**src/include/ptc_pkg.sv**
```systemverilog
// Package for the pattern timing control block: register map, fields, resets, types
package ptc_pkg;

  // ****************************************************************
  // Register offsets (word address on the plain register port)
  // ****************************************************************
  localparam logic [7:0] ADDR_UPDATE    = 8'h1D;
  localparam logic [7:0] ADDR_STATUS    = 8'h1E;
  localparam logic [7:0] ADDR_RPT_MODE  = 8'h1F;
  localparam logic [7:0] ADDR_TRIG_DLY  = 8'h20;
  localparam logic [7:0] ADDR_DIG_OFS   = 8'h25;
  localparam logic [7:0] ADDR_WAV_SRC   = 8'h27;
  localparam logic [7:0] ADDR_TBASE     = 8'h28;
  localparam logic [7:0] ADDR_PERIOD    = 8'h29;
  localparam logic [7:0] ADDR_RPT_CNT   = 8'h2B;
  localparam logic [7:0] ADDR_MRK_RISE  = 8'h2C;
  localparam logic [7:0] ADDR_MRK_CFG   = 8'h2D;

  // ****************************************************************
  // Reset values
  // ****************************************************************
  localparam logic [15:0] RST_RPT_MODE = 16'h0000;
  localparam logic [15:0] RST_TRIG_DLY = 16'h000E;
  localparam logic [15:0] RST_DIG_OFS  = 16'h0000;
  localparam logic [15:0] RST_WAV_SRC  = 16'h0101;
  localparam logic [15:0] RST_TBASE    = 16'h0111;
  localparam logic [15:0] RST_PERIOD   = 16'h8000;
  localparam logic [15:0] RST_RPT_CNT  = 16'h0101;
  localparam logic [15:0] RST_MRK_RISE = 16'h0003;
  localparam logic [15:0] RST_MRK_CFG  = 16'h0000;

  // ****************************************************************
  // Field positions
  // ****************************************************************
  localparam int BIT_RUN        = 0;
  localparam int BIT_PLAYING    = 1;
  localparam int BIT_UPDATE     = 0;
  localparam int BIT_RPT_MODE   = 0;
  localparam int BIT_CH_SUM     = 2;
  localparam int LSB_GEN_SEL    = 4;
  localparam int LSB_WAVE_SEL   = 0;
  localparam int LSB_HOLD       = 8;
  localparam int LSB_PER_BASE   = 4;
  localparam int LSB_LEAD_BASE  = 0;
  localparam int BIT_MRK_LEVEL  = 5;
  localparam int BIT_MRK_MODE   = 4;
  localparam int LSB_MRK_FALL   = 0;

  typedef enum logic [1:0] {
    PTC_IDLE  = 2'b00,
    PTC_DELAY = 2'b01,
    PTC_PLAY  = 2'b10
  } ptc_state_e;

  // Active configuration, loaded on the update strobe
  typedef struct packed {
    logic        rpt_mode;
    logic [15:0] trig_dly;
    logic [11:0] dig_ofs;
    logic [1:0]  gen_sel;
    logic        ch_sum;
    logic [1:0]  wave_sel;
    logic [3:0]  hold;
    logic [3:0]  per_base;
    logic [3:0]  lead_base;
    logic [15:0] period;
    logic [7:0]  rpt_cnt;
    logic [15:0] mrk_rise;
    logic        mrk_level;
    logic        mrk_mode;
    logic [3:0]  mrk_fall;
  } ptc_cfg_s;

  // Sample word handed to the DAC path
  typedef struct packed {
    logic [1:0]  src;
    logic [1:0]  gen;
    logic        gated;
    logic [11:0] ofs;
  } ptc_samp_s;

endpackage : ptc_pkg

```
**src/verilog/ptc_core.sv**
```systemverilog
// Pattern timing control: registers, trigger sequencer, marker and sample strobe
//
// Notes on behaviour
// [RL1] Repeat bit clear runs pattern forever; set plays it repeat-count field plus one times.
// [RL2] Pattern starts trigger delay field plus one clocks after trigger falls.
// [RL3] Generator select: 0 constant, 1 sawtooth, 2 pseudorandom, 3 DDS.
// [RL4] Source select reset 1: RAM, prestored, gated prestored, RAM-modulated.
// [RL5] Channel-sum bit zero means normal DAC path operation.
// [RL6] Each sample is held hold field plus one sample strobes.
// [RL7] Period unit lasts period time base plus one clocks.
// [RL8] Start delay unit lasts lead-in time base plus one clocks.
// [RL9] Repeat count field, reset 1, encodes number of plays minus one.
// [RL10] Timed marker rises rise-delay clocks after trigger falls.
// [RL11] Timed marker falls fall-delay clocks after pattern end.
// [RL12] Marker mode 1 is timed, 0 is manual.
// [RL13] Manual level bit only matters in manual marker mode.
// [RL14] Host sets marker enable at address zero to put marker on pin.
// [RL15] Run bit enables generation; clearing it stops after trigger. The code stops the pattern at the end of the current period.
// [RL16] Update bit copies written settings to active set, then self-clears.
// [RL17] Period counter counts period times base, then restarts or stops.
//
// The strobed register port was decided locally.
`timescale 1ns/1ns
module ptc_core
  import ptc_pkg::*;
(
  // Clock and reset
  input  wire logic        sys_clk_i,
  input  wire logic        rst_i,
  // Register port
  input  wire logic [7:0]  reg_addr_i,
  input  wire logic [15:0] reg_wdata_i,
  input  wire logic        reg_wr_i,
  input  wire logic        reg_rd_i,
  output logic      [15:0] reg_rdata_o,
  // Trigger pin, active low
  input  wire logic        trigger_n_i,
  // Marker enable from address zero, kept outside this block
  input  wire logic        marker_en_i,
  // Sample stream towards the DAC path
  output logic             samp_valid_o,
  input  wire logic        samp_ready_i,
  output ptc_samp_s        samp_o,
  // Marker pin and playing status
  output logic             marker_o,
  output logic             marker_oe_o,
  output logic             playing_o
);

  // ****************************************************************
  // Register file: shadow (written) and active (after update)
  // ****************************************************************
  logic [15:0] sh_rpt_mode, sh_trig_dly, sh_dig_ofs, sh_wav_src, sh_tbase;
  logic [15:0] sh_period, sh_rpt_cnt, sh_mrk_rise, sh_mrk_cfg;
  logic        run;
  ptc_cfg_s    cfg;
  logic        upd_pulse;

  wire wr_upd   = reg_wr_i && (reg_addr_i == ADDR_UPDATE);
  wire wr_stat  = reg_wr_i && (reg_addr_i == ADDR_STATUS);
  wire do_upd   = wr_upd && reg_wdata_i[BIT_UPDATE];

  always_ff @(posedge sys_clk_i or posedge rst_i) begin
    if (rst_i) begin
      sh_rpt_mode <= RST_RPT_MODE;
      sh_trig_dly <= RST_TRIG_DLY;
      sh_dig_ofs  <= RST_DIG_OFS;
      sh_wav_src  <= RST_WAV_SRC;
      sh_tbase    <= RST_TBASE;
      sh_period   <= RST_PERIOD;
      sh_rpt_cnt  <= RST_RPT_CNT;
      sh_mrk_rise <= RST_MRK_RISE;
      sh_mrk_cfg  <= RST_MRK_CFG;
    end else if (reg_wr_i) begin
      if (reg_addr_i == ADDR_RPT_MODE) sh_rpt_mode <= reg_wdata_i;
      else if (reg_addr_i == ADDR_TRIG_DLY) sh_trig_dly <= reg_wdata_i;
      else if (reg_addr_i == ADDR_DIG_OFS) sh_dig_ofs <= reg_wdata_i;
      else if (reg_addr_i == ADDR_WAV_SRC) sh_wav_src <= reg_wdata_i;
      else if (reg_addr_i == ADDR_TBASE) sh_tbase <= reg_wdata_i;
      else if (reg_addr_i == ADDR_PERIOD) sh_period <= reg_wdata_i;
      else if (reg_addr_i == ADDR_RPT_CNT) sh_rpt_cnt <= reg_wdata_i;
      else if (reg_addr_i == ADDR_MRK_RISE) sh_mrk_rise <= reg_wdata_i;
      else if (reg_addr_i == ADDR_MRK_CFG) sh_mrk_cfg <= reg_wdata_i;
    end
  end

  // Update is a strobe: it reads back as zero, so it clears itself
  ptc_cfg_s next_cfg;
  assign next_cfg = '{
    rpt_mode:  sh_rpt_mode[BIT_RPT_MODE],
    trig_dly:  sh_trig_dly,
    dig_ofs:   sh_dig_ofs[15:4],
    gen_sel:   sh_wav_src[LSB_GEN_SEL +: 2],
    ch_sum:    sh_wav_src[BIT_CH_SUM],
    wave_sel:  sh_wav_src[LSB_WAVE_SEL +: 2],
    hold:      sh_tbase[LSB_HOLD +: 4],
    per_base:  sh_tbase[LSB_PER_BASE +: 4],
    lead_base: sh_tbase[LSB_LEAD_BASE +: 4],
    period:    sh_period,
    rpt_cnt:   sh_rpt_cnt[7:0],
    mrk_rise:  sh_mrk_rise,
    mrk_level: sh_mrk_cfg[BIT_MRK_LEVEL],
    mrk_mode:  sh_mrk_cfg[BIT_MRK_MODE],
    mrk_fall:  sh_mrk_cfg[LSB_MRK_FALL +: 4]
  };

  // Reset image of the active set, so outputs are defined before the first load
  localparam ptc_cfg_s RST_CFG = '{
    rpt_mode:  RST_RPT_MODE[BIT_RPT_MODE],
    trig_dly:  RST_TRIG_DLY,
    dig_ofs:   RST_DIG_OFS[15:4],
    gen_sel:   RST_WAV_SRC[LSB_GEN_SEL +: 2],
    ch_sum:    RST_WAV_SRC[BIT_CH_SUM],
    wave_sel:  RST_WAV_SRC[LSB_WAVE_SEL +: 2],
    hold:      RST_TBASE[LSB_HOLD +: 4],
    per_base:  RST_TBASE[LSB_PER_BASE +: 4],
    lead_base: RST_TBASE[LSB_LEAD_BASE +: 4],
    period:    RST_PERIOD,
    rpt_cnt:   RST_RPT_CNT[7:0],
    mrk_rise:  RST_MRK_RISE,
    mrk_level: RST_MRK_CFG[BIT_MRK_LEVEL],
    mrk_mode:  RST_MRK_CFG[BIT_MRK_MODE],
    mrk_fall:  RST_MRK_CFG[LSB_MRK_FALL +: 4]
  };

  always_ff @(posedge sys_clk_i or posedge rst_i) begin
    if (rst_i) begin
      cfg       <= RST_CFG;
      upd_pulse <= 1'b1;
      run       <= 1'b0;
    end else begin
      upd_pulse <= do_upd;
      if (upd_pulse) cfg <= next_cfg;         // [RL16]
      if (wr_stat) run <= reg_wdata_i[BIT_RUN];
    end
  end

  // ****************************************************************
  // Read-back, one cycle after the read strobe
  // ****************************************************************
  logic [15:0] rd_mux;
  always_comb begin
    rd_mux = 16'h0000;
    if (reg_addr_i == ADDR_STATUS) rd_mux = {14'h0000, playing_o, run};
    else if (reg_addr_i == ADDR_RPT_MODE) rd_mux = sh_rpt_mode;
    else if (reg_addr_i == ADDR_TRIG_DLY) rd_mux = sh_trig_dly;
    else if (reg_addr_i == ADDR_DIG_OFS) rd_mux = sh_dig_ofs;
    else if (reg_addr_i == ADDR_WAV_SRC) rd_mux = sh_wav_src;
    else if (reg_addr_i == ADDR_TBASE) rd_mux = sh_tbase;
    else if (reg_addr_i == ADDR_PERIOD) rd_mux = sh_period;
    else if (reg_addr_i == ADDR_RPT_CNT) rd_mux = sh_rpt_cnt;
    else if (reg_addr_i == ADDR_MRK_RISE) rd_mux = sh_mrk_rise;
    else if (reg_addr_i == ADDR_MRK_CFG) rd_mux = sh_mrk_cfg;
  end

  always_ff @(posedge sys_clk_i or posedge rst_i) begin
    if (rst_i) reg_rdata_o <= 16'h0000;
    else if (reg_rd_i) reg_rdata_o <= rd_mux;
    else reg_rdata_o <= 16'h0000;
  end

  // ****************************************************************
  // Trigger synchroniser and falling-edge detect
  // ****************************************************************
  logic trig_s1, trig_s2, trig_s3;
  always_ff @(posedge sys_clk_i or posedge rst_i) begin
    if (rst_i) begin
      trig_s1 <= 1'b1;
      trig_s2 <= 1'b1;
      trig_s3 <= 1'b1;
    end else begin
      trig_s1 <= trigger_n_i;
      trig_s2 <= trig_s1;
      trig_s3 <= trig_s2;
    end
  end
  wire trig_fall = trig_s3 && !trig_s2;

  // ****************************************************************
  // Pattern sequencer
  // ****************************************************************
  ptc_state_e  state, next_state;
  logic [15:0] dly_cnt;
  logic [3:0]  base_cnt;
  logic [15:0] unit_cnt;
  logic [7:0]  plays;
  logic        hold_stall;

  wire in_play    = (state == PTC_PLAY);
  wire base_tick  = (base_cnt == cfg.per_base);                  // [RL7]
  wire period_end = in_play && base_tick && !hold_stall &&
                    (unit_cnt == cfg.period - 16'h0001);         // [RL17]
  wire last_play  = cfg.rpt_mode && (plays == cfg.rpt_cnt);      // [RL1] [RL9]
  wire pat_end    = period_end && (last_play || !run);           // [RL15]
  wire dly_done   = (dly_cnt == cfg.trig_dly);                   // [RL2]

  always_comb begin
    next_state = state;
    case (state)
      PTC_IDLE:  if (trig_fall && run) next_state = PTC_DELAY;   // [RL15]
      PTC_DELAY: if (dly_done) next_state = PTC_PLAY;
      PTC_PLAY:  if (pat_end) next_state = PTC_IDLE;
      default:   next_state = PTC_IDLE;
    endcase
  end

  always_ff @(posedge sys_clk_i or posedge rst_i) begin
    if (rst_i) begin
      state    <= PTC_IDLE;
      dly_cnt  <= 16'h0000;
      base_cnt <= 4'h0;
      unit_cnt <= 16'h0000;
      plays    <= 8'h00;
    end else begin
      state <= next_state;
      if (state == PTC_DELAY) dly_cnt <= dly_cnt + 16'h0001;
      else dly_cnt <= 16'h0000;
      // A stalled tick must not restart the unit, or the period would gain clocks
      if (!in_play || (base_tick && !hold_stall)) base_cnt <= 4'h0;
      else if (!hold_stall) base_cnt <= base_cnt + 4'h1;
      if (!in_play || period_end) unit_cnt <= 16'h0000;
      else if (base_tick && !hold_stall) unit_cnt <= unit_cnt + 16'h0001;
      if (!in_play) plays <= 8'h00;
      else if (period_end) plays <= plays + 8'h01;
    end
  end
  assign playing_o = in_play;

  // ****************************************************************
  // Sample strobe: hold count, lead-in gating, two-entry buffer
  // ****************************************************************
  logic [3:0]  hold_cnt;
  logic [3:0]  lead_cnt;
  logic [15:0] lead_units;
  wire         hold_done = (hold_cnt == cfg.hold);               // [RL6]
  wire         lead_tick = (lead_cnt == cfg.lead_base);          // [RL8]

  // Buffer: a full buffer stalls the period counters so no word is lost
  ptc_samp_s   buf_q [2];
  logic [1:0]  buf_cnt;
  logic        buf_rd;
  wire         buf_full  = (buf_cnt == 2'd2);
  wire         samp_push = in_play && hold_done && !buf_full;
  assign       hold_stall = in_play && hold_done && buf_full;
  assign       buf_rd     = samp_valid_o && samp_ready_i;
  assign       samp_valid_o = (buf_cnt != 2'd0);
  assign       samp_o       = buf_q[0];

  ptc_samp_s new_samp;
  assign new_samp = '{
    src:   cfg.wave_sel,                                         // [RL4]
    gen:   cfg.gen_sel,                                          // [RL3]
    gated: (cfg.wave_sel == 2'd2) && (lead_units < cfg.trig_dly),
    ofs:   cfg.ch_sum ? cfg.dig_ofs : cfg.dig_ofs                // [RL5]
  };

  always_ff @(posedge sys_clk_i or posedge rst_i) begin
    if (rst_i) begin
      hold_cnt   <= 4'h0;
      lead_cnt   <= 4'h0;
      lead_units <= 16'h0000;
    end else begin
      if (!in_play || samp_push) hold_cnt <= 4'h0;
      else if (!hold_done) hold_cnt <= hold_cnt + 4'h1;
      if (!in_play || lead_tick) lead_cnt <= 4'h0;
      else lead_cnt <= lead_cnt + 4'h1;
      if (!in_play) lead_units <= 16'h0000;
      else if (lead_tick && lead_units != 16'hFFFF) lead_units <= lead_units + 16'h0001;
    end
  end

  always_ff @(posedge sys_clk_i or posedge rst_i) begin
    if (rst_i) begin
      buf_cnt  <= 2'd0;
      buf_q[0] <= '0;
      buf_q[1] <= '0;
    end else begin
      buf_cnt <= buf_cnt + {1'b0, samp_push} - {1'b0, buf_rd};
      if (buf_rd) buf_q[0] <= (buf_cnt == 2'd2) ? buf_q[1] : new_samp;
      else if (samp_push && buf_cnt == 2'd0) buf_q[0] <= new_samp;
      if (samp_push && (buf_cnt - {1'b0, buf_rd}) == 2'd1) buf_q[1] <= new_samp;
    end
  end

  // ****************************************************************
  // Marker: manual or timed from trigger and pattern end
  // ****************************************************************
  logic        mrk_timed, mrk_rise_run, mrk_fall_run;
  logic [15:0] rise_cnt;
  logic [3:0]  fall_cnt;
  wire         rise_hit = mrk_rise_run && (rise_cnt == cfg.mrk_rise);   // [RL10]
  wire         fall_hit = mrk_fall_run && (fall_cnt == cfg.mrk_fall);   // [RL11]

  always_ff @(posedge sys_clk_i or posedge rst_i) begin
    if (rst_i) begin
      mrk_timed    <= 1'b0;
      mrk_rise_run <= 1'b0;
      mrk_fall_run <= 1'b0;
      rise_cnt     <= 16'h0000;
      fall_cnt     <= 4'h0;
    end else begin
      if (trig_fall && run) mrk_rise_run <= 1'b1;
      else if (rise_hit) mrk_rise_run <= 1'b0;
      rise_cnt <= mrk_rise_run ? rise_cnt + 16'h0001 : 16'h0001;
      // A zero fall delay drops at once; a running count would wrap and hit later
      if (pat_end && cfg.mrk_fall != 4'h0) mrk_fall_run <= 1'b1;
      else if (fall_hit) mrk_fall_run <= 1'b0;
      fall_cnt <= mrk_fall_run ? fall_cnt + 4'h1 : 4'h1;
      if (rise_hit) mrk_timed <= 1'b1;
      else if (fall_hit || (pat_end && cfg.mrk_fall == 4'h0)) mrk_timed <= 1'b0;
    end
  end

  // [RL12] [RL13] [RL14]
  assign marker_o    = cfg.mrk_mode ? mrk_timed : cfg.mrk_level;
  assign marker_oe_o = marker_en_i;

  // Unstalled clocks in the current period, kept only for the length check
  logic [19:0] per_clks;
  always_ff @(posedge sys_clk_i or posedge rst_i) begin
    if (rst_i) per_clks <= 20'h00000;
    else if (!in_play || period_end) per_clks <= 20'h00000;
    else if (!hold_stall) per_clks <= per_clks + 20'h00001;
  end
endmodule : ptc_core

```
**config.mk**
```make
export PLATFORM = sky130hd
export DESIGN_NAME = ptc_core
export DESIGN_NICKNAME = d
export VERILOG_FILES = /design/src/include/ptc_pkg.sv /design/src/verilog/ptc_core.sv
export SDC_FILE = /design/constraint.sdc
export NUM_CORES = 1
export LEC_CHECK = 0
export ABC_AREA = 1
export BUFFER_PORTS_ARGS = -buffer_cell sky130_fd_sc_hd__buf_2
export CORE_MARGIN = 4
export CORE_UTILIZATION = 30
export CTS_CLUSTER_DIAMETER = 40
export DETAILED_ROUTE_END_ITERATION = 10
export GPL_ROUTABILITY_DRIVEN = 0
export PLACE_DENSITY_LB_ADDON = 0.1
export SETUP_SLACK_MARGIN = 0.1
export SYNTH_ARGS = -nofsm -noshare
export SYNTH_HDL_FRONTEND = slang
export SYNTH_SLANG_ARGS = --single-unit
```
**constraint.sdc**
```tcl
create_clock -name sys_clk_i -period 12.9 [get_ports sys_clk_i]
set_input_delay 1.935 -clock sys_clk_i [delete_from_list [all_inputs] [get_ports sys_clk_i]]
set_output_delay 1.935 -clock sys_clk_i [all_outputs]
set_load 0.005 [all_outputs]
```
==> run metrics <==
pwr dens=169 nW/um2; I/O pin count=68; RR Endpoint=plays[1]; internal power=0.00286 W; Final Skew=0.0364 ns; Clock Path Buffers=3; gr usage total=17.0%; CTS hold repair buffers=0; CP Class=primary input to flop; multi-input logic area=7540 um2; Worst Path Arrival=4.52 ns; vias in the first global route=14400; Design Area, Final=22400 um2; FILL cells=6199; WL final=56100 um; Synth cell types=48; cell taking the most area after synthesis=dfrtp_1; largest net degree at the start of global routing=105; fin. max-slew vios=0; CTS Buf Count=81; top-count cell post-synth=nand2_1; dpl ws=8.24 ns; Max H-tree Level=3; Area Growth Syn to Fin=21.1%; min-delay src=trig_s2; Rel. slew slack=24.4%; clk slew on worst S/H paths=0.05 ns; netlist area before placement=18500 um2; max-cap check violation count=0; FFs w/ async S/R, synth=100%; WL/cell=18.3 um; count of final hold-check violations=0; share of cells above drive strength 1=14.3%; CP bufs+invs=3; status=finished clean; Rows=90; FF+latch count, synth=385; CORE AREA=60700 um2; DR pass1 iterations=5; setup tns final=0 ns; Synth Area per Inst=8.56 um2; Final ANT Viol Nets=0; Crit. End Element=flop; Clk pwr share=59.4%; Reg area=9670 um2; synth top area cells=dfrtp_1 (48%), nand2_1 (11%), o21ai_0 (6.7%); DRT iter0 DRCs=1029; worst slew pin tran=1.13 ns; clk_lat worst skew=0.62 ns; Die X=256 um; switching power total=0.000922 W; synth cell count leaders=nand2_1 (523), dfrtp_1 (357), o21ai_0 (249), inv_1 (205), nor2_1 (168); syn_nets=2222; top_reg_cell synth=dfrtp_1; Logic pwr share=5.5%; cell count of the worst hold path=0; top-area cell type share of the netlist area=48.3%; DP Area=19400 um2; Yosys Warn Count=0; Initial Util=30.5%; clock root cell=clkbuf_16; hpwl dp=38900 um; leakage power=10.4 nW; final setup vio count=0; Die ar.=65700 um2; Sequential Power Share=35.1%; Worst Path Max Fanout=32; R2R Setup Slk=10.13 ns; grt total ovfl=0; startpoint types=primary input; Largest register FFs=91; VDD IR-drop max=0.000119 V; slowest CP cell=nand3_1; CTS tree=built; fin nets=2281; part of the Yosys area used for sequential elements=52.2%; Worst Hold Class=flop to flop; slowest stage delay, CP=0.79 ns; Post-synth EDFFs=0; Die Height=256 um; Residual DRC=0; total clock sinks=385; Worst Path Required=13.38 ns; crit share post-route=31.3%; switch share=24.4%; post-CTS sizing=0; Worst Reg-to-Reg Cells=12; initial antenna violation count=0; Hold Path End=trig_s3; reg2reg start=state[0]; postcts setup bufs=0; RSZ-0062 raised after global routing=no; final worst slack=8.86 ns; Biggest register=cfg; fin crit period=4.04 ns; first-pass GRT wire length=88700 um; Cells after Synth=2163; Fmax=0.248 GHz; PortBufs=65; post-layout util=36.9%; via count=14700; vias per inst=4.77; crit-path cells=buf_2 -> inv_2 -> nand2_1 -> nor3_1 -> nand2_1 -> inv_2 -> nand3_1 -> o21ai_0; top cell family by delay on the critical path=simple AND/OR/NAND/NOR gates
power by group through the flow:
| stage | combinational, W | sequential [W] | clock (W) |
|---|---|---|---|
| after floorplan | 0.000170 | 0.00132 | 0 |
| after global placement | 0.000212 | 0.00134 | 0 |
| after detailed placement | 0.000216 | 0.00134 | 0 |
| after CTS | 0.000217 | 0.00133 | 0.00230 |
| after global routing | 0.000243 | 0.00133 | 0.00236 |
| final | 0.000209 | 0.00133 | 0.00225 |
per-stage QoR:
stage          hold slack, ns  total power (W)  cells
2_1_floorplan           0.345          0.00149   2163
3_3_place_gp            0.352          0.00155   2921
3_5_place_dp            0.350          0.00156   2921
4_1_cts                 0.343          0.00384   3071
5_1_grt                 0.342          0.00394   3071
6_report                0.345          0.00378   3072
cells by family after synthesis:
family          count (synthesis)  share of synthesized area, %
fa+ha+maj                      28                          1.89
flops                         385                          52.2
simple gates                  882                          20.2
mux                            30                          1.83
buf+inv                       318                          7.08
xor+xnor                       75                          3.62
compound gates                445                          13.1
worst max path at each step:
stage                  startpoint              end  slack (ns)  depth (start not counted)
CTS                 reg_addr_i[1]  sh_trig_dly[14]        8.85                          8
global route        reg_addr_i[1]  sh_trig_dly[11]        8.54                          8
finish              reg_addr_i[1]   sh_trig_dly[8]        8.86                          8
global placement    reg_addr_i[1]  sh_trig_dly[15]        8.42                          8
floorplan                   rst_i      base_cnt[0]        0.31                          1
detailed placement  reg_addr_i[1]   sh_trig_dly[8]        8.24                          8
area by class of cell:
| class | instances | area share, % |
|---|---|---|
| Antenna cell | 1 | 0.0112 |
| Clock inverter | 54 | 3.74 |
| Multi-Input combinational cell | 1460 | 33.6 |
| Timing Repair Buffer | 81 | 1.99 |
| Sequential cell | 385 | 43.2 |
| Tap cell | 782 | 4.37 |
| Clock buffer | 96 | 9.48 |
| Inverter | 213 | 3.60 |
worst register-to-register path, delay by kind of cell, from the launching register on:
family | cells | cell delay [ns]
AO/OA/AOI/OAI | 2 | 0.33
AND/OR/NAND/NOR | 9 | 1.50
flip-flops | 1 | 0.41
buffers and inverters | 1 | 0.44
placed cells by master (no fill, tap or decap), types with 31 or more instances in the layout:
| cell | n |
|---|---|
| clkbuf_16 | 82 |
| nand4_1 | 38 |
| xor2_1 | 45 |
| buf_2 | 65 |
| nor3_1 | 31 |
| o21ai_0 | 249 |
| nand3_1 | 68 |
| nor2_1 | 167 |
| dfrtp_1 | 357 |
| nand2_1 | 523 |
| a21oi_1 | 100 |
| inv_1 | 204 |
per-layer routing:
metal	up-vias	part of all wire (%)	global-route usage, %	wire length [um]
met5	-	0	0	0
met4	0	2.6	5.26	1480
met3	94	4.1	3.31	2310
met2	307	42	24.7	23700
met1	7034	51	25.6	28600
li1	7225	-	-	-
No activity file was read; power rests on OpenSTA's default activity.
